===== config.mk =====
export PLATFORM = sky130hd
export DESIGN_NAME = clock_divider_distribution
export DESIGN_NICKNAME = d
export VERILOG_FILES = /design/src/hw/clock_divider_pkg.sv /design/src/hw/clock_divider_distribution.sv
export SDC_FILE = /design/constraint.sdc
export NUM_CORES = 1
export LEC_CHECK = 0
export ABC_AREA = 0
export BUFFER_PORTS_ARGS = -buffer_cell sky130_fd_sc_hd__buf_2
export CAP_MARGIN = 25
export CORE_UTILIZATION = 35
export CTS_BUF_LIST = sky130_fd_sc_hd__clkbuf_8
export DETAILED_ROUTE_END_ITERATION = 7
export MAX_ROUTING_LAYER = met4
export RECOVER_POWER = 25
export SYNTH_ARGS = -nofsm -noshare
export SYNTH_HDL_FRONTEND = slang
export SYNTH_SLANG_ARGS = --single-unit

===== constraint.sdc =====
create_clock -name aclk -period 4.96 [get_ports aclk]
set_input_delay 1.488 -clock aclk [delete_from_list [all_inputs] [get_ports aclk]]
set_output_delay 1.488 -clock aclk [all_outputs]
set_load 0.05 [all_outputs]

===== src/hw/clock_divider_pkg.sv =====
// Constants, register layouts and state encodings for the clock divider block
package clock_divider_pkg;

  // ----------------------------------------------------------------
  // Register byte offsets
  // ----------------------------------------------------------------
  localparam logic [3:0] OFS_CLOCK_DIVIDER_CONTROL = 4'h0;
  localparam logic [3:0] OFS_PLL_CONTROL = 4'h4;
  localparam logic [3:0] OFS_CLOCK_OUTPUT_CONTROL = 4'h8;
  localparam logic [3:0] OFS_CLOCK_STATUS = 4'hc;

  // ----------------------------------------------------------------
  // Register layouts
  // ----------------------------------------------------------------
  typedef struct packed {
    logic write_protect;
    logic [11:0] rsvd_hi;
    logic [2:0] brg_divide_factor;
    logic rsvd_mid;
    logic [2:0] sync_divide_factor;
    logic risc_request_speedup_enable;
    logic [2:0] interrupt_threshold_level;
    logic clock_source_select;
    logic [2:0] high_divide_factor;
    logic rsvd_lo;
    logic [2:0] low_divide_factor;
  } clock_divider_control_type;

  typedef struct packed {
    logic [16:0] rsvd;
    logic stop_pll_keep_select;
    logic pll_enable_bit;
    logic prescaler_select;
    logic [11:0] multiplication_factor;
  } pll_control_type;

  typedef struct packed {
    logic [27:0] rsvd;
    logic [1:0] double_rate_drive;
    logic [1:0] primary_drive;
  } clock_output_control_type;

  // Writable bits; reserved bits read as zero
  localparam logic [31:0] DIV_CTL_WMASK = 32'h8007_7ff7;
  localparam logic [31:0] PLL_CTL_WMASK = 32'h0000_7fff;
  localparam logic [31:0] OUT_CTL_WMASK = 32'h0000_000f;

  // ----------------------------------------------------------------
  // Reset values and strap decode
  // ----------------------------------------------------------------
  localparam logic [31:0] DIV_CTL_RESET = 32'h0000_0000;
  localparam logic [31:0] OUT_CTL_RESET = 32'h0000_0000;
  localparam logic [11:0] MULT_LOW_XTAL = 12'h190;
  localparam logic [11:0] MULT_EXT_CLOCK = 12'h001;
  localparam logic [1:0] STRAP_PULLUP = 2'h3;
  localparam logic [1:0] STRAP_PLL_OFF = 2'h0;
  localparam logic [1:0] STRAP_EXT_CLOCK = 2'h1;
  localparam logic [1:0] STRAP_PRESCALED = 2'h2;

  // ----------------------------------------------------------------
  // Timing counts in fast clock cycles; prescaler top in crystal rises
  // ----------------------------------------------------------------
  localparam logic [9:0] BASE_PERIOD = 10'h004;
  localparam logic [9:0] DOUBLE_PERIOD = 10'h002;
  localparam logic [9:0] HIGH_PHASE = 10'h002;
  localparam logic [6:0] PRESCALE_TOP = 7'h7f;
  localparam logic [2:0] DIV_BY_ONE = 3'h0;

  // ----------------------------------------------------------------
  // Bus responses and clock modes
  // ----------------------------------------------------------------
  localparam logic [1:0] RESP_OKAY = 2'h0;
  localparam logic [1:0] RESP_SLVERR = 2'h2;

  typedef enum logic [3:0] {
    MODE_NORMAL = 4'b0001,
    MODE_HIGH = 4'b0010,
    MODE_LOW = 4'b0100,
    MODE_STOP = 4'b1000
  } mode_type;

endpackage : clock_divider_pkg


===== src/hw/clock_divider_distribution.sv =====
// Clock divider and distribution block with AXI4-Lite register access
module clock_divider_distribution (
  input wire logic aclk,
  input wire logic aresetn,
  input wire logic awvalid,
  output logic awready,
  input wire logic [3:0] awaddr,
  input wire logic wvalid,
  output logic wready,
  input wire logic [31:0] wdata,
  input wire logic [3:0] wstrb,
  output logic bvalid,
  input wire logic bready,
  output logic [1:0] bresp,
  input wire logic arvalid,
  output logic arready,
  input wire logic [3:0] araddr,
  output logic rvalid,
  input wire logic rready,
  output logic [31:0] rdata,
  output logic [1:0] rresp,
  input wire logic [2:0] interrupt_level,
  input wire logic risc_busy,
  input wire logic low_power_stop_instruction,
  input wire logic pll_locked,
  input wire logic [1:0] clock_mode_straps,
  input wire logic crystal_input,
  output logic general_clock_enable,
  output logic [4:0] baud_generator_clock,
  output logic serial_sync_clock,
  output logic integration_module_clock,
  output logic clock_out_primary,
  output logic clock_out_double_rate,
  output logic [1:0] clock_out_primary_drive,
  output logic [1:0] clock_out_double_rate_drive,
  output logic pll_enable_bit,
  output logic [11:0] multiplication_factor,
  output logic prescaler_select,
  output logic pll_run
);

  // ----------------------------------------------------------------
  // State record
  // ----------------------------------------------------------------
  typedef struct packed {
    logic [1:0] strap_s1;
    logic [1:0] strap_s2;
    logic [1:0] strap_s3;
    logic crys_s1;
    logic crys_s2;
    logic crys_s3;
    logic crys_stable;
    clock_divider_pkg::clock_divider_control_type div_ctl;
    clock_divider_pkg::pll_control_type pll_ctl;
    clock_divider_pkg::clock_output_control_type out_ctl;
    logic awready;
    logic wready;
    logic aw_ok;
    logic w_ok;
    logic [3:0] waddr;
    logic [31:0] wdata;
    logic [3:0] wstrb;
    logic bvalid;
    logic [1:0] bresp;
    logic arready;
    logic rvalid;
    logic [31:0] rdata;
    logic [1:0] rresp;
    clock_divider_pkg::mode_type mode;
    logic [2:0] gen_df;
    logic [9:0] gen_cnt;
    logic [9:0] brg_cnt;
    logic [9:0] sync_cnt;
    logic [6:0] pre_cnt;
    logic xtal_half;
    logic gen_en;
    logic brg_en;
    logic sync_en;
    logic sim_en;
    logic clk1;
    logic clk2;
    logic pll_run;
  } state_type;

  state_type q;
  state_type n;

  // ----------------------------------------------------------------
  // Decoding helpers
  // ----------------------------------------------------------------
  // Bit 2 flags a mapped word, bits 1:0 give its index
  function automatic logic [2:0] reg_hit(input logic [3:0] addr);
    reg_hit = {1'b1, addr[3:2]};
    if (addr[1:0] != 2'h0) begin
      reg_hit = 3'h0;
    end
  endfunction : reg_hit

  function automatic logic [31:0] apply_strb(input logic [31:0] old, input logic [31:0] data,
                                             input logic [3:0] strb, input logic [31:0] mask);
    logic [31:0] merged;
    merged = old;
    for (int i = 0; i < 4; i++) begin
      if (strb[i]) begin
        merged[8*i +: 8] = data[8*i +: 8];
      end
    end
    apply_strb = merged & mask;
  endfunction : apply_strb

  function automatic clock_divider_pkg::pll_control_type strap_decode(input logic [1:0] s);
    strap_decode = '0;
    strap_decode.pll_enable_bit = (s != clock_divider_pkg::STRAP_PLL_OFF);
    strap_decode.prescaler_select = (s == clock_divider_pkg::STRAP_PRESCALED);
    case (s)
      clock_divider_pkg::STRAP_PLL_OFF: strap_decode.multiplication_factor = 12'h000;
      clock_divider_pkg::STRAP_EXT_CLOCK: begin
        strap_decode.multiplication_factor = clock_divider_pkg::MULT_EXT_CLOCK;
      end
      default: strap_decode.multiplication_factor = clock_divider_pkg::MULT_LOW_XTAL;
    endcase
  endfunction : strap_decode

  // Wrap at the top of a period of BASE_PERIOD << df cycles
  function automatic logic [9:0] next_count(input logic [9:0] cnt, input logic [2:0] df);
    logic [9:0] top;
    top = (clock_divider_pkg::BASE_PERIOD << df) - 10'h001;
    next_count = (cnt >= top) ? 10'h000 : cnt + 10'h001;
  endfunction : next_count

  // ----------------------------------------------------------------
  // Mode request and crystal reference
  // ----------------------------------------------------------------
  logic high_req;
  logic gen_wrap;
  logic crys_rise;
  logic xtal_tick;
  logic xtal_level;
  logic wr_pll_ctl;
  clock_divider_pkg::mode_type want_mode;
  logic [2:0] want_df;

  assign high_req = (interrupt_level > q.div_ctl.interrupt_threshold_level) ||
                    (q.div_ctl.risc_request_speedup_enable && risc_busy);
  assign gen_wrap = (next_count(q.gen_cnt, q.gen_df) == 10'h000);
  // The stable crystal level only moves once stages two and three agree
  assign crys_rise = (q.crys_s2 == q.crys_s3) && q.crys_s3 && !q.crys_stable;
  assign xtal_tick = crys_rise &&
                     (!q.pll_ctl.prescaler_select || q.pre_cnt == clock_divider_pkg::PRESCALE_TOP);
  assign xtal_level = q.pll_ctl.prescaler_select ? q.pre_cnt[6] : q.crys_stable;

  // Pick the next general clock mode and its divide factor
  always_comb begin
    want_mode = clock_divider_pkg::MODE_NORMAL;
    want_df = clock_divider_pkg::DIV_BY_ONE;
    if (low_power_stop_instruction) begin
      want_mode = clock_divider_pkg::MODE_STOP;
    end else if (!q.div_ctl.clock_source_select) begin
      want_mode = clock_divider_pkg::MODE_NORMAL;
    end else if (high_req) begin
      want_mode = clock_divider_pkg::MODE_HIGH;
      want_df = q.div_ctl.high_divide_factor;
    end else begin
      want_mode = clock_divider_pkg::MODE_LOW;
      want_df = q.div_ctl.low_divide_factor;
    end
  end

  // ----------------------------------------------------------------
  // Next state
  // ----------------------------------------------------------------
  // Single process so every flop of the block is visible in one place
  always_comb begin
    n = q;
    wr_pll_ctl = 1'b0;
    n.strap_s1 = clock_mode_straps;
    n.strap_s2 = q.strap_s1;
    n.strap_s3 = q.strap_s2;
    n.crys_s1 = crystal_input;
    n.crys_s2 = q.crys_s1;
    n.crys_s3 = q.crys_s2;
    if (q.crys_s2 == q.crys_s3) begin
      n.crys_stable = q.crys_s3;
    end
    if (crys_rise) begin
      n.pre_cnt = q.pre_cnt + 7'h01;
    end
    if (xtal_tick) begin
      n.xtal_half = !q.xtal_half;
    end
    // Register bus: address and data taken in either order
    if (awvalid && q.awready) begin
      n.aw_ok = 1'b1;
      n.waddr = awaddr;
    end
    if (wvalid && q.wready) begin
      n.w_ok = 1'b1;
      n.wdata = wdata;
      n.wstrb = wstrb;
    end
    if (q.bvalid && bready) begin
      n.bvalid = 1'b0;
    end
    if (n.aw_ok && n.w_ok && !q.bvalid) begin
      n.aw_ok = 1'b0;
      n.w_ok = 1'b0;
      n.bvalid = 1'b1;
      n.bresp = clock_divider_pkg::RESP_OKAY;
      case (reg_hit(n.waddr))
        3'h4: begin
          // Protect bit freezes the divider settings until reset
          if (!q.div_ctl.write_protect) begin
            n.div_ctl = apply_strb(q.div_ctl, n.wdata, n.wstrb, clock_divider_pkg::DIV_CTL_WMASK);
          end
        end
        3'h5: begin
          n.pll_ctl = apply_strb(q.pll_ctl, n.wdata, n.wstrb, clock_divider_pkg::PLL_CTL_WMASK);
          wr_pll_ctl = 1'b1;
        end
        3'h6: begin
          n.out_ctl = apply_strb(q.out_ctl, n.wdata, n.wstrb, clock_divider_pkg::OUT_CTL_WMASK);
        end
        3'h7: n.bresp = clock_divider_pkg::RESP_OKAY;
        default: n.bresp = clock_divider_pkg::RESP_SLVERR;
      endcase
    end
    if (q.rvalid && rready) begin
      n.rvalid = 1'b0;
    end
    if (arvalid && q.arready) begin
      n.rvalid = 1'b1;
      n.rresp = clock_divider_pkg::RESP_OKAY;
      case (reg_hit(araddr))
        3'h4: n.rdata = q.div_ctl;
        3'h5: n.rdata = q.pll_ctl;
        3'h6: n.rdata = q.out_ctl;
        3'h7: n.rdata = {23'h000000, pll_locked, 1'b0, q.gen_df, q.mode};
        default: begin
          n.rdata = 32'h0000_0000;
          n.rresp = clock_divider_pkg::RESP_SLVERR;
        end
      endcase
    end
    n.awready = !n.aw_ok && !n.bvalid;
    n.wready = !n.w_ok && !n.bvalid;
    n.arready = !n.rvalid;
    // General clock: new rate is taken only when a period ends
    n.gen_cnt = next_count(q.gen_cnt, q.gen_df);
    if (gen_wrap) begin
      n.mode = want_mode;
      n.gen_df = want_df;
    end
    n.brg_cnt = next_count(q.brg_cnt, q.div_ctl.brg_divide_factor);
    n.sync_cnt = next_count(q.sync_cnt, q.div_ctl.sync_divide_factor);
    n.brg_en = (n.brg_cnt == 10'h000);
    n.sync_en = (n.sync_cnt == 10'h000);
    // Fixed high phase, low phase grows with the divider
    // Rise only at a period start, so relock gives no short high phase
    n.clk1 = (n.gen_cnt < clock_divider_pkg::HIGH_PHASE) &&
             (n.gen_cnt == 10'h000 || q.clk1);
    n.clk2 = ((n.gen_cnt & ((clock_divider_pkg::DOUBLE_PERIOD << n.gen_df) - 10'h001))
              == 10'h000);
    n.gen_en = (n.gen_cnt == 10'h000) && (n.mode != clock_divider_pkg::MODE_STOP);
    n.sim_en = (n.gen_cnt == 10'h000);
    if (n.mode == clock_divider_pkg::MODE_STOP && !q.pll_ctl.stop_pll_keep_select) begin
      n.clk1 = n.xtal_half;
      n.clk2 = xtal_level;
      n.sim_en = xtal_tick && !q.xtal_half;
    end
    // While the loop acquires lock the core clocks halt
    if (!pll_locked) begin
      n.gen_en = 1'b0;
      n.sim_en = 1'b0;
      n.clk1 = 1'b0;
      n.clk2 = xtal_level;
    end
    n.pll_run = q.pll_ctl.pll_enable_bit &&
                !(low_power_stop_instruction && !q.pll_ctl.stop_pll_keep_select);
    // Synchronous reset still samples the straps
    if (!aresetn) begin
      n = '0;
      n.strap_s1 = clock_mode_straps;
      n.strap_s2 = q.strap_s1;
      n.strap_s3 = q.strap_s2;
      n.div_ctl = clock_divider_pkg::DIV_CTL_RESET;
      n.out_ctl = clock_divider_pkg::OUT_CTL_RESET;
      n.mode = clock_divider_pkg::MODE_NORMAL;
      n.pll_ctl = strap_decode((q.strap_s2 == q.strap_s3) ? q.strap_s3 :
                             clock_divider_pkg::STRAP_PULLUP);
    end
  end

  // Register the whole state
  always_ff @(posedge aclk) begin
    q <= n;
  end

  // ----------------------------------------------------------------
  // Outputs
  // ----------------------------------------------------------------
  assign awready = q.awready;
  assign wready = q.wready;
  assign bvalid = q.bvalid;
  assign bresp = q.bresp;
  assign arready = q.arready;
  assign rvalid = q.rvalid;
  assign rdata = q.rdata;
  assign rresp = q.rresp;
  assign general_clock_enable = q.gen_en;
  assign baud_generator_clock = {5{q.brg_en}};
  assign serial_sync_clock = q.sync_en;
  assign integration_module_clock = q.sim_en;
  assign clock_out_primary = q.clk1;
  assign clock_out_double_rate = q.clk2;
  assign clock_out_primary_drive = q.out_ctl.primary_drive;
  assign clock_out_double_rate_drive = q.out_ctl.double_rate_drive;
  assign pll_enable_bit = q.pll_ctl.pll_enable_bit;
  assign multiplication_factor = q.pll_ctl.multiplication_factor;
  assign prescaler_select = q.pll_ctl.prescaler_select;
  assign pll_run = q.pll_run;
endmodule : clock_divider_distribution


### Word-level counts from Yosys, hierarchy flattened

Cells that the tools add are included.

* flip-flop bits (word level): 182
* logic and storage cells: 184
* input bits: 60
* output and inout bits: 70

* $lt $le $gt $ge: 5
* mux-type cells: 46
* $add $sub $neg: 8
* bitwise operators: 2
* shifts and indexed selects: 4
* reduce and logical (&&, ||, !) cells: 51
* eq/ne operators: 19

Operators by type and width (number)
* $mux W181: 1
* $pmux W32 S4: 1
* $mux W46: 1
* $logic_not A10 Y1: 4
* $sub A10 B1 Y10 const B: 4
* $mux W3: 13
* $mux W36: 1
* $mux W35: 1
* $mux W32: 1
* $add A10 B1 Y10 const B: 3
* $ge A10 B10 Y1: 3
* $mux W10: 3
* $shl A3 B3 Y10 const A: 3
* $eq A3 B3 Y1 const B: 8
* $mux W8: 3
* $mux W7: 3
* $logic_and A1 B1 Y1: 19
* $pmux W9 S2: 1
* $mux W4: 4
* $mux W14: 1
* $reduce_and A3 Y1: 4
* $reduce_and A4 Y1: 3
* $and A10 B10 Y10: 1
* $logic_not A1 Y1: 10
* other kinds (21): 39

### Depth between registers and ports, before layout

Gate-level depths: netlist (run 1).

* depth in word-level cells: 13
* depth in mapped cells: 11
* gate-level depth less buffers: 10

### Least setup slack after synthesis (run 1)

OpenSTA, ideal clock, no wires.

* path kind: input-to-reg
* start: input port interrupt_level[1]
* end: register q, in the netlist clock_out_double_rate
* path buffers: 0
* arrival time: 3.157 ns
* slack: 1.675 ns
* library setup time: 0.128 ns
* required time: 4.832 ns
* stages: 9
* cells stage by stage: ha_1 > nor2b_1 > o311a_1 > nor2_1 > nor3_1 > a211oi_1 > a21oi_1 > a211oi_1 > o41ai_2

* cells in the longest elaborated chain, start to end: 12
* elaborated cells between the ends (all ways): 17
* those cells by class: add/sub: 1; order compare: 1; eq/ne: 1; shift: 1; mux: 9; bitwise: 1; reduce/logical: 3

Ends and longest elaborated chain
* from (decl): RTL line clock_divider_distribution.sv:22 `input wire logic [2:0] interrupt_level,`
* $gt A3 B3 Y1 *: RTL line clock_divider_distribution.sv:143 `assign high_req = (interrupt_level > q.div_ctl.interrupt_threshold_level) ||`
* $logic_or A1 B1 Y1 *: RTL line clock_divider_distribution.sv:143
* $mux W3: RTL line clock_divider_distribution.sv:160 `end else if (high_req) begin`
* $mux W3: RTL line clock_divider_distribution.sv:158 `end else if (!q.div_ctl.clock_source_select) begin`
* $mux W3: RTL line clock_divider_distribution.sv:156 `if (low_power_stop_instruction) begin`
* $mux W7 *: RTL line clock_divider_distribution.sv:249 `if (gen_wrap) begin`
* $shl A2 B3 Y10: RTL line clock_divider_distribution.sv:261 `n.clk2 = ((n.gen_cnt & ((clock_divider_pkg::DOUBLE_PERIOD << n.gen_df) - 10'h001))`
* $sub A10 B1 Y10: RTL line clock_divider_distribution.sv:261
* $and A10 B10 Y10: RTL line clock_divider_distribution.sv:261
* $logic_not A10 Y1: RTL line clock_divider_distribution.sv:261
* $mux W3 *: RTL line clock_divider_distribution.sv:265 `if (n.mode == clock_divider_pkg::MODE_STOP && !q.pll_ctl.stop_pll_keep_select) begin`
* $mux W3 *: RTL line clock_divider_distribution.sv:271 `if (!pll_locked) begin`
* to (signal assigned): RTL line clock_divider_distribution.sv:295 `q <= n;`
* to (decl): RTL line clock_divider_distribution.sv:85 `state_type q;`

Every way passes the cells marked *; elsewhere a longest branch is shown, timed or not.
A chain may end at the register's enable or synchronous reset.

==> impl_metrics.tcl, run 1 <==
set metrics [dict create \
    timing.max_cap.violations 0 \
    clkLatencyLatePin_ns 0.45 \
    clock-root-buffer "clkbuf_8" \
    cts.hold.buffers_added 0 \
    drive_gt1_share_pct 18.4 \
    slew_headroom_pct 9.24 \
    hpwl_mm 12.8 \
    syn_to_final_growth_pct 9.77 \
    io_buffers 101 \
    die_width_um 148 \
    crit_path_start_kind "primary input" \
    distinct_cells_synth 68 \
    postSynthAreaPerCell_um2 9.03 \
    fin_crit_sh_pct 79.3 \
    first_iter_violations 300 \
    finalClockSkew_ns 0.0186 \
    grt_use_total_pct 16.6 \
    clk_pin_slew_worst_paths_ns 0.09 \
    detailedRoute.firstPassIterationCount 6 \
    critical_path_peak_fanout 36 \
    finalMaxSlewViolations 0 \
    critical_path.n_buffers_inverters 3 \
    post_synth_mux_area_share_pct 7.46 \
    grt-ovfl-total 0 \
    timing_worst_setup_path_type "in -> reg" \
    die_y_um 148 \
    initial_core_util_pct 35.7 \
    syn_area_um2 7500 \
    cts_repair_resize_count 0 \
    ys_seq_area_share_pct 43.0 \
    cts.repair_timing.setup_buffer_count 0 \
    grt_pass1_vias 5279 \
    power_density_relative_to_cell_area_nw_per_um2 322 \
    area_of_the_die_um2 22000 \
    synth.yosys.warnings 0 \
    dominant_register_cell_in_the_synthesized_netlist "dfxtp_1" \
    count_of_flip_flops_with_a_built_in_enable_after_synthesis 14 \
    postRouteAntennaNets 0 \
    top_level_ports 130 \
    report.final.hold_viol_count 0 \
    worst_slew_pin_slew_ns 1.36 \
    critPathTopFamily "buffers and inverters" \
    post-layout-total-power_mw 2.65 \
    cts_sinks 154 \
    final_net_count 968 \
    dpl_cell_area_um2 7860 \
    peak_vdd_ir_mv 0.151 \
    clock_tree.buffer_depth 2 \
    hold_class "reg -> reg" \
    run_status "completed" \
    gate_count_post_synth 831 \
    postLayoutSetupSlackWorst_ns 1.03 \
    endpoint_kind "register" \
    finalWorstPathRequiredPeriod_ns 3.93 \
    worst-r2r-setup-slack_ns 1.51 \
    synth-async-reset-ratio_pct 0 \
    finalInstanceArea_um2 8230 \
    synth-compound-area-share_pct 13.0 \
    xor_xnor_cell_area_share_of_the_yosys_netlist_pct 3.72 \
    fmax_ghz 0.254 \
    dp_slack_ns 1.17 \
    dominant_combinational_cell_family_by_area_after_synthesis "simple AND/OR/NAND/NOR gates" \
    cts-buffers-inserted 17 \
    route.detailed.drc 0 \
    viasPerCell 4.87 \
    wire_per_inst_um 14.7 \
    rsz0062_at_grt "no" \
    grt_pass1_wl_mm 27.3 \
    n_antenna_cell 0 \
    drt_wl_total_mm 17.1 \
    synthSimpleGateAreaFrac_pct 18.2 \
    synthAdderAreaFrac_pct 5.50 \
    ys_seq_elements 154 \
    cts_tree "built" \
    detailroute.via_count 5654 \
    setup_viol 0 \
    largest_net_degree_at_the_start_of_global_routing 37 \
    static-leakage-power_nw 3.42 \
    slowest_stage "clkbuf_1" \
    tns_ns 0 \
    placeableCoreArea_um2 21000 \
    critical_path_arrival_ns 4.14 \
    h_tree_depth 4 \
    antenna_violations_before_repair 0 \
    slowest_delay_ns 0.97 \
    row_count 53 \
    gp_congestion 0.884 \
    critical_path_cell_list "clkbuf_1 > inv_1 > buf_4 > a32o_1" \
    critical_path_required_ns 5.17 \
]
-- final cells by class --
cell class / count / area [um2]
clock buffer: 18 / 248
sequential: 154 / 3220
clock inverter: 13 / 129
fill: 2131 / 12800
inverter: 20 / 75.1
tap: 275 / 344
multi-input combinational: 574 / 3660
timing repair buffer: 108 / 553
-- where the power goes --
| part | switching, mW | total (mW) | internal (mW) | leakage (nW) |
|---|---|---|---|---|
| logic | 0.258 | 0.383 | 0.125 | 1.95 |
| clock network | 0.510 | 0.931 | 0.421 | 0.194 |
| registers | 0.0367 | 1.34 | 1.30 | 1.28 |
-- metal layers --
layer  vias to the layer above  share of wire, %  GRT usage (%)
met5                         -                 0              -
met4                         0              0.98           4.59
met3                        16               3.3           3.34
met2                        95                50           28.1
met1                      2623                46           19.8
li1                       2920                 -              -
-- state kept, by name, indices dropped and copies added, names as in the netlist, 2 cells and up --
register and cells:
q 103, multiplication_factor 12, rdata 19, clock_out_primary_drive 2, clock_out_double_rate_drive 2
-- synth_stat cells, drive strengths merged (14+ instances only) --
library cell	instances	area share (%)
edfxtp	14	5.6
buf	67	6.4
nand3	34	2.3
o21ai	23	1.5
nor2	144	7.3
xnor2	17	2.1
clkbuf	32	1.6
mux2i	39	5.2
nor3	23	1.6
a211oi	22	2.2
ha	33	5.5
nand2	47	2.4
inv	20	1.0
xor2	14	1.6
a21oi	40	2.9
dfxtp	140	37
-- final timing paths --
kind	from	to	cells after the start
worst max-delay path	aresetn	multiplication_factor[0]	4
worst min-delay path	q[240]	q[238]	0
worst max register to register	q[45]	clock_out_double_rate	10
worst min register to register	q[240]	q[238]	0
-- metrics by stage --
step	instances	utilization, %	hold slack [ns]
after floorplan	847	-	0.310
after CTS	1162	39.2	0.335
after global routing	1162	39.2	0.340
after global placement	1131	37.4	0.312
final	1162	39.2	0.335
after detailed placement	1131	37.4	0.312
-- kinds of logic (layout without fill, tap and decap cells) --
family	Yosys count	count (layout)
compound gates	140	140
xor+xnor	31	31
fa+ha+maj	33	33
buf+inv	119	159
flops	154	154
mux	51	51
other cells	2	18
simple gates	301	301
-- cells in the final DEF, fill, tap and decap left out, drive strengths merged, types with 3 or more instances in the layout --
cell | Yosys | layout
a22o | 4 | 4
ha | 33 | 33
and3 | 3 | 3
mux4 | 3 | 3
a22oi | 12 | 12
conb | 2 | 18
mux2 | 9 | 9
nor3 | 23 | 23
nor2b | 3 | 3
nand3 | 34 | 34
dfxtp | 140 | 140
nor2 | 144 | 144
a21o | 7 | 7
nor4 | 5 | 5
and2 | 13 | 13
a211oi | 22 | 22
mux2i | 39 | 39
o21ai | 23 | 23
nand4 | 7 | 7
or3 | 5 | 5
or2 | 5 | 5
nand2b | 4 | 4
a21oi | 40 | 40
buf | 67 | 106
clkbuf | 32 | 20
xor2 | 14 | 14
nand2 | 47 | 47
inv | 20 | 29
edfxtp | 14 | 14
a31oi | 5 | 5
o21a | 4 | 4
xnor2 | 17 | 17
Power figures use the tool's default switching activity.
==> run 2, diff against run 1 <==
==> constraint.sdc (replaced) <==
create_clock -name aclk -period 3.9 [get_ports aclk]
set_input_delay 1.17 -clock aclk [delete_from_list [all_inputs] [get_ports aclk]]
set_output_delay 1.17 -clock aclk [all_outputs]
set_load 0.05 [all_outputs]
==> impl_metrics.tcl, run 2 (synthesis results as in run 1) <==
set metrics [dict create \
    slew_headroom_pct 11.4 \
    run_status "completed" \
    fmax_ghz 0.302 \
    finalClockSkew_ns 0.0164 \
    drt_wl_total_mm 17.5 \
    io_buffers 101 \
    grt-ovfl-total 0 \
    antenna_violations_before_repair 1 \
    setup_viol 0 \
    r2r_end "clock_out_double_rate" \
    die_y_um 148 \
    wire_per_inst_um 15.0 \
    grt_use_total_pct 17.0 \
    area_of_the_die_um2 22000 \
    crit_path_start_kind "primary input" \
    peak_vdd_ir_mv 0.180 \
    critical_path_cell_list "clkbuf_1 > inv_1 > clkbuf_2 > nor2_1 > o21ai_0 > o41ai_2" \
    cts-buffers-inserted 17 \
    timing_worst_setup_path_type "in -> reg" \
    postRouteAntennaNets 0 \
    row_count 53 \
    timing.max_cap.violations 0 \
    cts_repair_resize_count 0 \
    top_level_ports 130 \
    holdCritStartpoint "q[240]" \
    timing.hold.worst_path_depth 0 \
    cts_sinks 154 \
    critical_path_required_ns 4.26 \
    layout.cells.most_common "nor2_1" \
    layoutNonFillerInstCount 1167 \
    route.detailed.drc 0 \
    post-place-cells 1133 \
    grt_pass1_wl_mm 28.0 \
    final_core_utilization_pct 39.2 \
    dpl_cell_area_um2 7880 \
    hpwl_mm 13.1 \
    viasPerCell 4.92 \
    critical_path.startpoint "aresetn" \
    drive_gt1_share_pct 18.7 \
    critical_path.reg2reg.startpoint "q[45]" \
    syn_to_final_growth_pct 9.97 \
    registers.top_by_ff_count "q" \
    gp_congestion 0.868 \
    finalMaxSlewViolations 0 \
    final_net_count 971 \
    fin_crit_sh_pct 84.8 \
    cts.repair_timing.setup_buffer_count 0 \
    endpoint_kind "register" \
    detailroute.via_count 5747 \
    h_tree_depth 4 \
    report.final.hold_viol_count 0 \
    finalWorstPathRequiredPeriod_ns 3.31 \
    slowest_delay_ns 0.94 \
    die_width_um 148 \
    nFillCells 2084 \
    seq_area_um2 3220 \
    placeableCoreArea_um2 21000 \
    final_cell_mix "nor2_1 (142), dfxtp_1 (140), buf_2 (101)" \
    slowest_stage "clkbuf_1" \
    static-leakage-power_nw 3.45 \
    clock_tree.buffer_depth 2 \
    grt_pass1_vias 5407 \
    critical_path_peak_fanout 25 \
    first_iter_violations 288 \
    tns_ns 0 \
    clkLatencyLatePin_ns 0.46 \
    clk_pin_slew_worst_paths_ns 0.09 \
    worst-r2r-setup-slack_ns 0.72 \
    critical_path_arrival_ns 3.67 \
    largest_net_degree_at_the_start_of_global_routing 30 \
    hold_class "reg -> reg" \
    rsz0062_at_grt "no" \
    finalInstanceArea_um2 8250 \
    clock-root-buffer "clkbuf_8" \
    post-layout-total-power_mw 3.35 \
    power_density_relative_to_cell_area_nw_per_um2 407 \
    initial_core_util_pct 35.7 \
    worst_slew_pin_slew_ns 1.33 \
    largest_register_ff_count 103 \
    cts_tree "built" \
    rr_worst_depth 10 \
    cts.hold.buffers_added 0 \
    detailedRoute.firstPassIterationCount 5 \
    multi_input_combinational_cell_area_um2 3660 \
    hold_end "q[238]" \
]
-- run 2: worst max path at each step --
stage                                       end  slack [ns]
after floorplan           clock_out_double_rate        0.93
after global placement    clock_out_double_rate        0.58
after detailed placement  clock_out_double_rate        0.57
after CTS                 clock_out_double_rate        0.70
after global routing      clock_out_double_rate        0.24
final                     clock_out_double_rate        0.59
-- run 2: area by class of cell --
| class | instances | share of cell area, % |
|---|---|---|
| inverter | 20 | 0.910 |
| tap | 275 | 4.17 |
| multi-input combinational | 574 | 44.4 |
| timing repair buffer | 111 | 6.90 |
| clock inverter | 11 | 1.02 |
| antenna | 1 | 0.0303 |
| clock buffer | 21 | 3.50 |
| sequential | 154 | 39.1 |
-- run 2: metal layers --
metal	vias to the layer above	track usage, %	routed length [um]	share of wire (%)
met5	-	-	0	0
met4	0	6.29	352	2.0
met3	28	3.77	640	3.7
met2	99	28.2	8610	49
met1	2703	20.0	7870	45
li1	2917	-	-	-
-- run 2: per-stage QoR --
stage               hold WS (ns)  setup slack [ns]
global route               0.378             0.243
finish                     0.368             0.592
floorplan                  0.310             0.933
detailed placement         0.354             0.570
CTS                        0.369             0.703
global placement           0.354             0.578
-- run 2: power breakdown --
part	total, mW	leakage [nW]	switching [mW]	internal [mW]
registers	1.70	1.28	0.0483	1.66
logic	0.491	1.97	0.328	0.162
clock network	1.16	0.203	0.640	0.519
total	3.35	3.45	1.02	2.34
-- run 2: worst max-delay path: cells and delay by family --
kind | cells | cell delay, ns
buf+inv | 3 | 2.13
simple gates | 1 | 0.17
compound gates | 2 | 0.17
==> run 3, diff against run 2 <==
==> constraint.sdc (replaced) <==
create_clock -name aclk -period 3.1 [get_ports aclk]
set_input_delay 0.93 -clock aclk [delete_from_list [all_inputs] [get_ports aclk]]
set_output_delay 0.93 -clock aclk [all_outputs]
set_load 0.05 [all_outputs]
==> impl_metrics.tcl, run 3 (synthesis results as in run 1) <==
set metrics [dict create \
    run_status "completed" \
    routed.top_layer "met4" \
    clk_pin_slew_worst_paths_ns 0.09 \
    power_density_relative_to_cell_area_nw_per_um2 514 \
    worst-r2r-setup-slack_ns 0.24 \
    met2RoutedLength_mm 8.71 \
    postLayoutSetupSlackWorst_ns 0.245 \
    drive_gt1_share_pct 19.4 \
    multi_input_combinational_cell_area_um2 3660 \
    initial_core_util_pct 35.7 \
    crit_path_start_kind "register" \
    row_count 53 \
    cts.repair_timing.setup_buffer_count 0 \
    die_y_um 148 \
    setup_viol 0 \
    endpoint_kind "register" \
    final_cell_mix "nor2_1 (142), dfxtp_1 (140), buf_2 (100)" \
    finalInstanceArea_um2 8360 \
    holdWs_ns 0.333 \
    slowest_delay_ns 0.38 \
    finalMaxSlewViolations 0 \
    report.final.hold_viol_count 0 \
    holdCritStartpoint "q[239]" \
    detailroute.via_count 5716 \
    grt_pass1_vias 5313 \
    wl_met3_um 636 \
    drt-met1-wl_mm 7.99 \
    die_width_um 148 \
    timing_worst_setup_path_type "reg -> reg" \
    cts_tree "built" \
    grt_use_total_pct 16.8 \
    critical_path_peak_fanout 5 \
    fmax_ghz 0.350 \
    dp_slack_ns -0.00353 \
    cts_sinks 154 \
    critical_path_required_ns 3.45 \
    layout.cells.most_common "nor2_1" \
    grt-ovfl-total 0 \
    clkLatencyLatePin_ns 0.46 \
    syn_to_final_growth_pct 11.5 \
    finalClockSkew_ns 0.0204 \
    fin_crit_sh_pct 92.1 \
    critical_path_cell_list "a21oi_1 > ha_1 > a2111oi_2 > o21ai_1 > a221o_1 > a41oi_4 > buf_4 > mux2_2 > nand2_1 > a211oi_1 > o41ai_2" \
    h_tree_depth 4 \
    area_of_the_die_um2 22000 \
    first_iter_violations 293 \
    finalWorstPathRequiredPeriod_ns 2.86 \
    largest_register_ff_count 103 \
    critical_path_arrival_ns 3.21 \
    clock-root-buffer "clkbuf_8" \
    postRouteAntennaNets 0 \
    worst_slew_pin_slew_ns 1.04 \
    hpwl_mm 13.2 \
    grt_pass1_wl_mm 27.6 \
    critical_path.n_buffers_inverters 1 \
    registers.top_by_ff_count "q" \
    seq_area_um2 3220 \
    antenna_violations_before_repair 1 \
    critical_path.startpoint "q[46]" \
    rsz0062_at_grt "no" \
    nFillCells 2113 \
    detailedRoute.firstPassIterationCount 5 \
    dpl_cell_area_um2 8000 \
    hold_class "reg -> reg" \
    gp_congestion 0.888 \
    peak_vdd_ir_mv 0.268 \
    clock_tree.buffer_depth 2 \
    cts-buffers-inserted 17 \
    placeableCoreArea_um2 21000 \
    timing.max_cap.violations 0 \
    largest_net_degree_at_the_start_of_global_routing 35 \
    critPathTopFamily "compound AO/OA/AOI/OAI gates" \
    wire_per_inst_um 14.8 \
    route.detailed.drc 0 \
    slowest_stage "a221o_1" \
    static-leakage-power_nw 3.50 \
    cts.hold.buffers_added 0 \
    io_buffers 101 \
    viasPerCell 4.84 \
    critical_path.reg2reg.startpoint "q[46]" \
    drt_wl_total_mm 17.5 \
    cts_repair_resize_count 0 \
    top_level_ports 130 \
    slew_headroom_pct 30.3 \
    final_net_count 984 \
]
[run 3: cell count changes in the layout (fill, tap and decap cells not counted), sizes merged]
cell	delta
clkbuf	-2
buf	+11
clkinvlp	+1
inv	-1
clkinv	+3
bufinv	+1
[run 3: worst reg2reg max path: cells and delay by family (launching register included)]
kind,cells,cell delay (ns)
compound gates,7,1.57
buf+inv,1,0.19
simple gates,1,0.07
flops,1,0.32
mux,1,0.34
fa+ha+maj,1,0.27
[run 3: per-layer routing]
| layer | global-route usage [%] | vias up |
|---|---|---|
| met1 | 20.1 | 2659 |
| met3 | 3.90 | 11 |
| met4 | 4.43 | 0 |
| li1 | - | 2954 |
| met5 | - | - |
| met2 | 28.4 | 92 |
[run 3: power breakdown]
part	switching, mW	internal, mW	leakage (nW)	total [mW]
clock	0.855	0.665	0.196	1.52
combinational	0.426	0.217	2.02	0.643
sequential	0.0521	2.08	1.28	2.13
[run 3: metrics by stage]
stage               total power, mW   TNS, ns  cells  util [%]
CTS                            4.35         0   1179      39.9
floorplan                      2.68         0    847         -
global placement               2.83         0   1147      38.0
detailed placement             2.83  -0.00353   1147      38.0
global route                   4.50         0   1180      39.8
finish                         4.30         0   1180      39.8
[run 3: cell type report]
| class | instances | share of cell area, % |
|---|---|---|
| Antenna cell | 1 | 0.0299 |
| Clock buffer | 17 | 2.80 |
| Clock inverter | 15 | 1.86 |
| Inverter | 20 | 0.898 |
| Multi-Input combinational cell | 574 | 43.7 |
| Sequential cell | 154 | 38.5 |
| Tap cell | 275 | 4.11 |
| Timing Repair Buffer | 124 | 8.03 |
[run 3: worst paths after layout]
path                                end  depth (start not counted)
hold / removal                   q[237]                          0
hold reg to reg                  q[237]                          0
setup / recovery  clock_out_double_rate                         11
setup reg to reg  clock_out_double_rate                         11
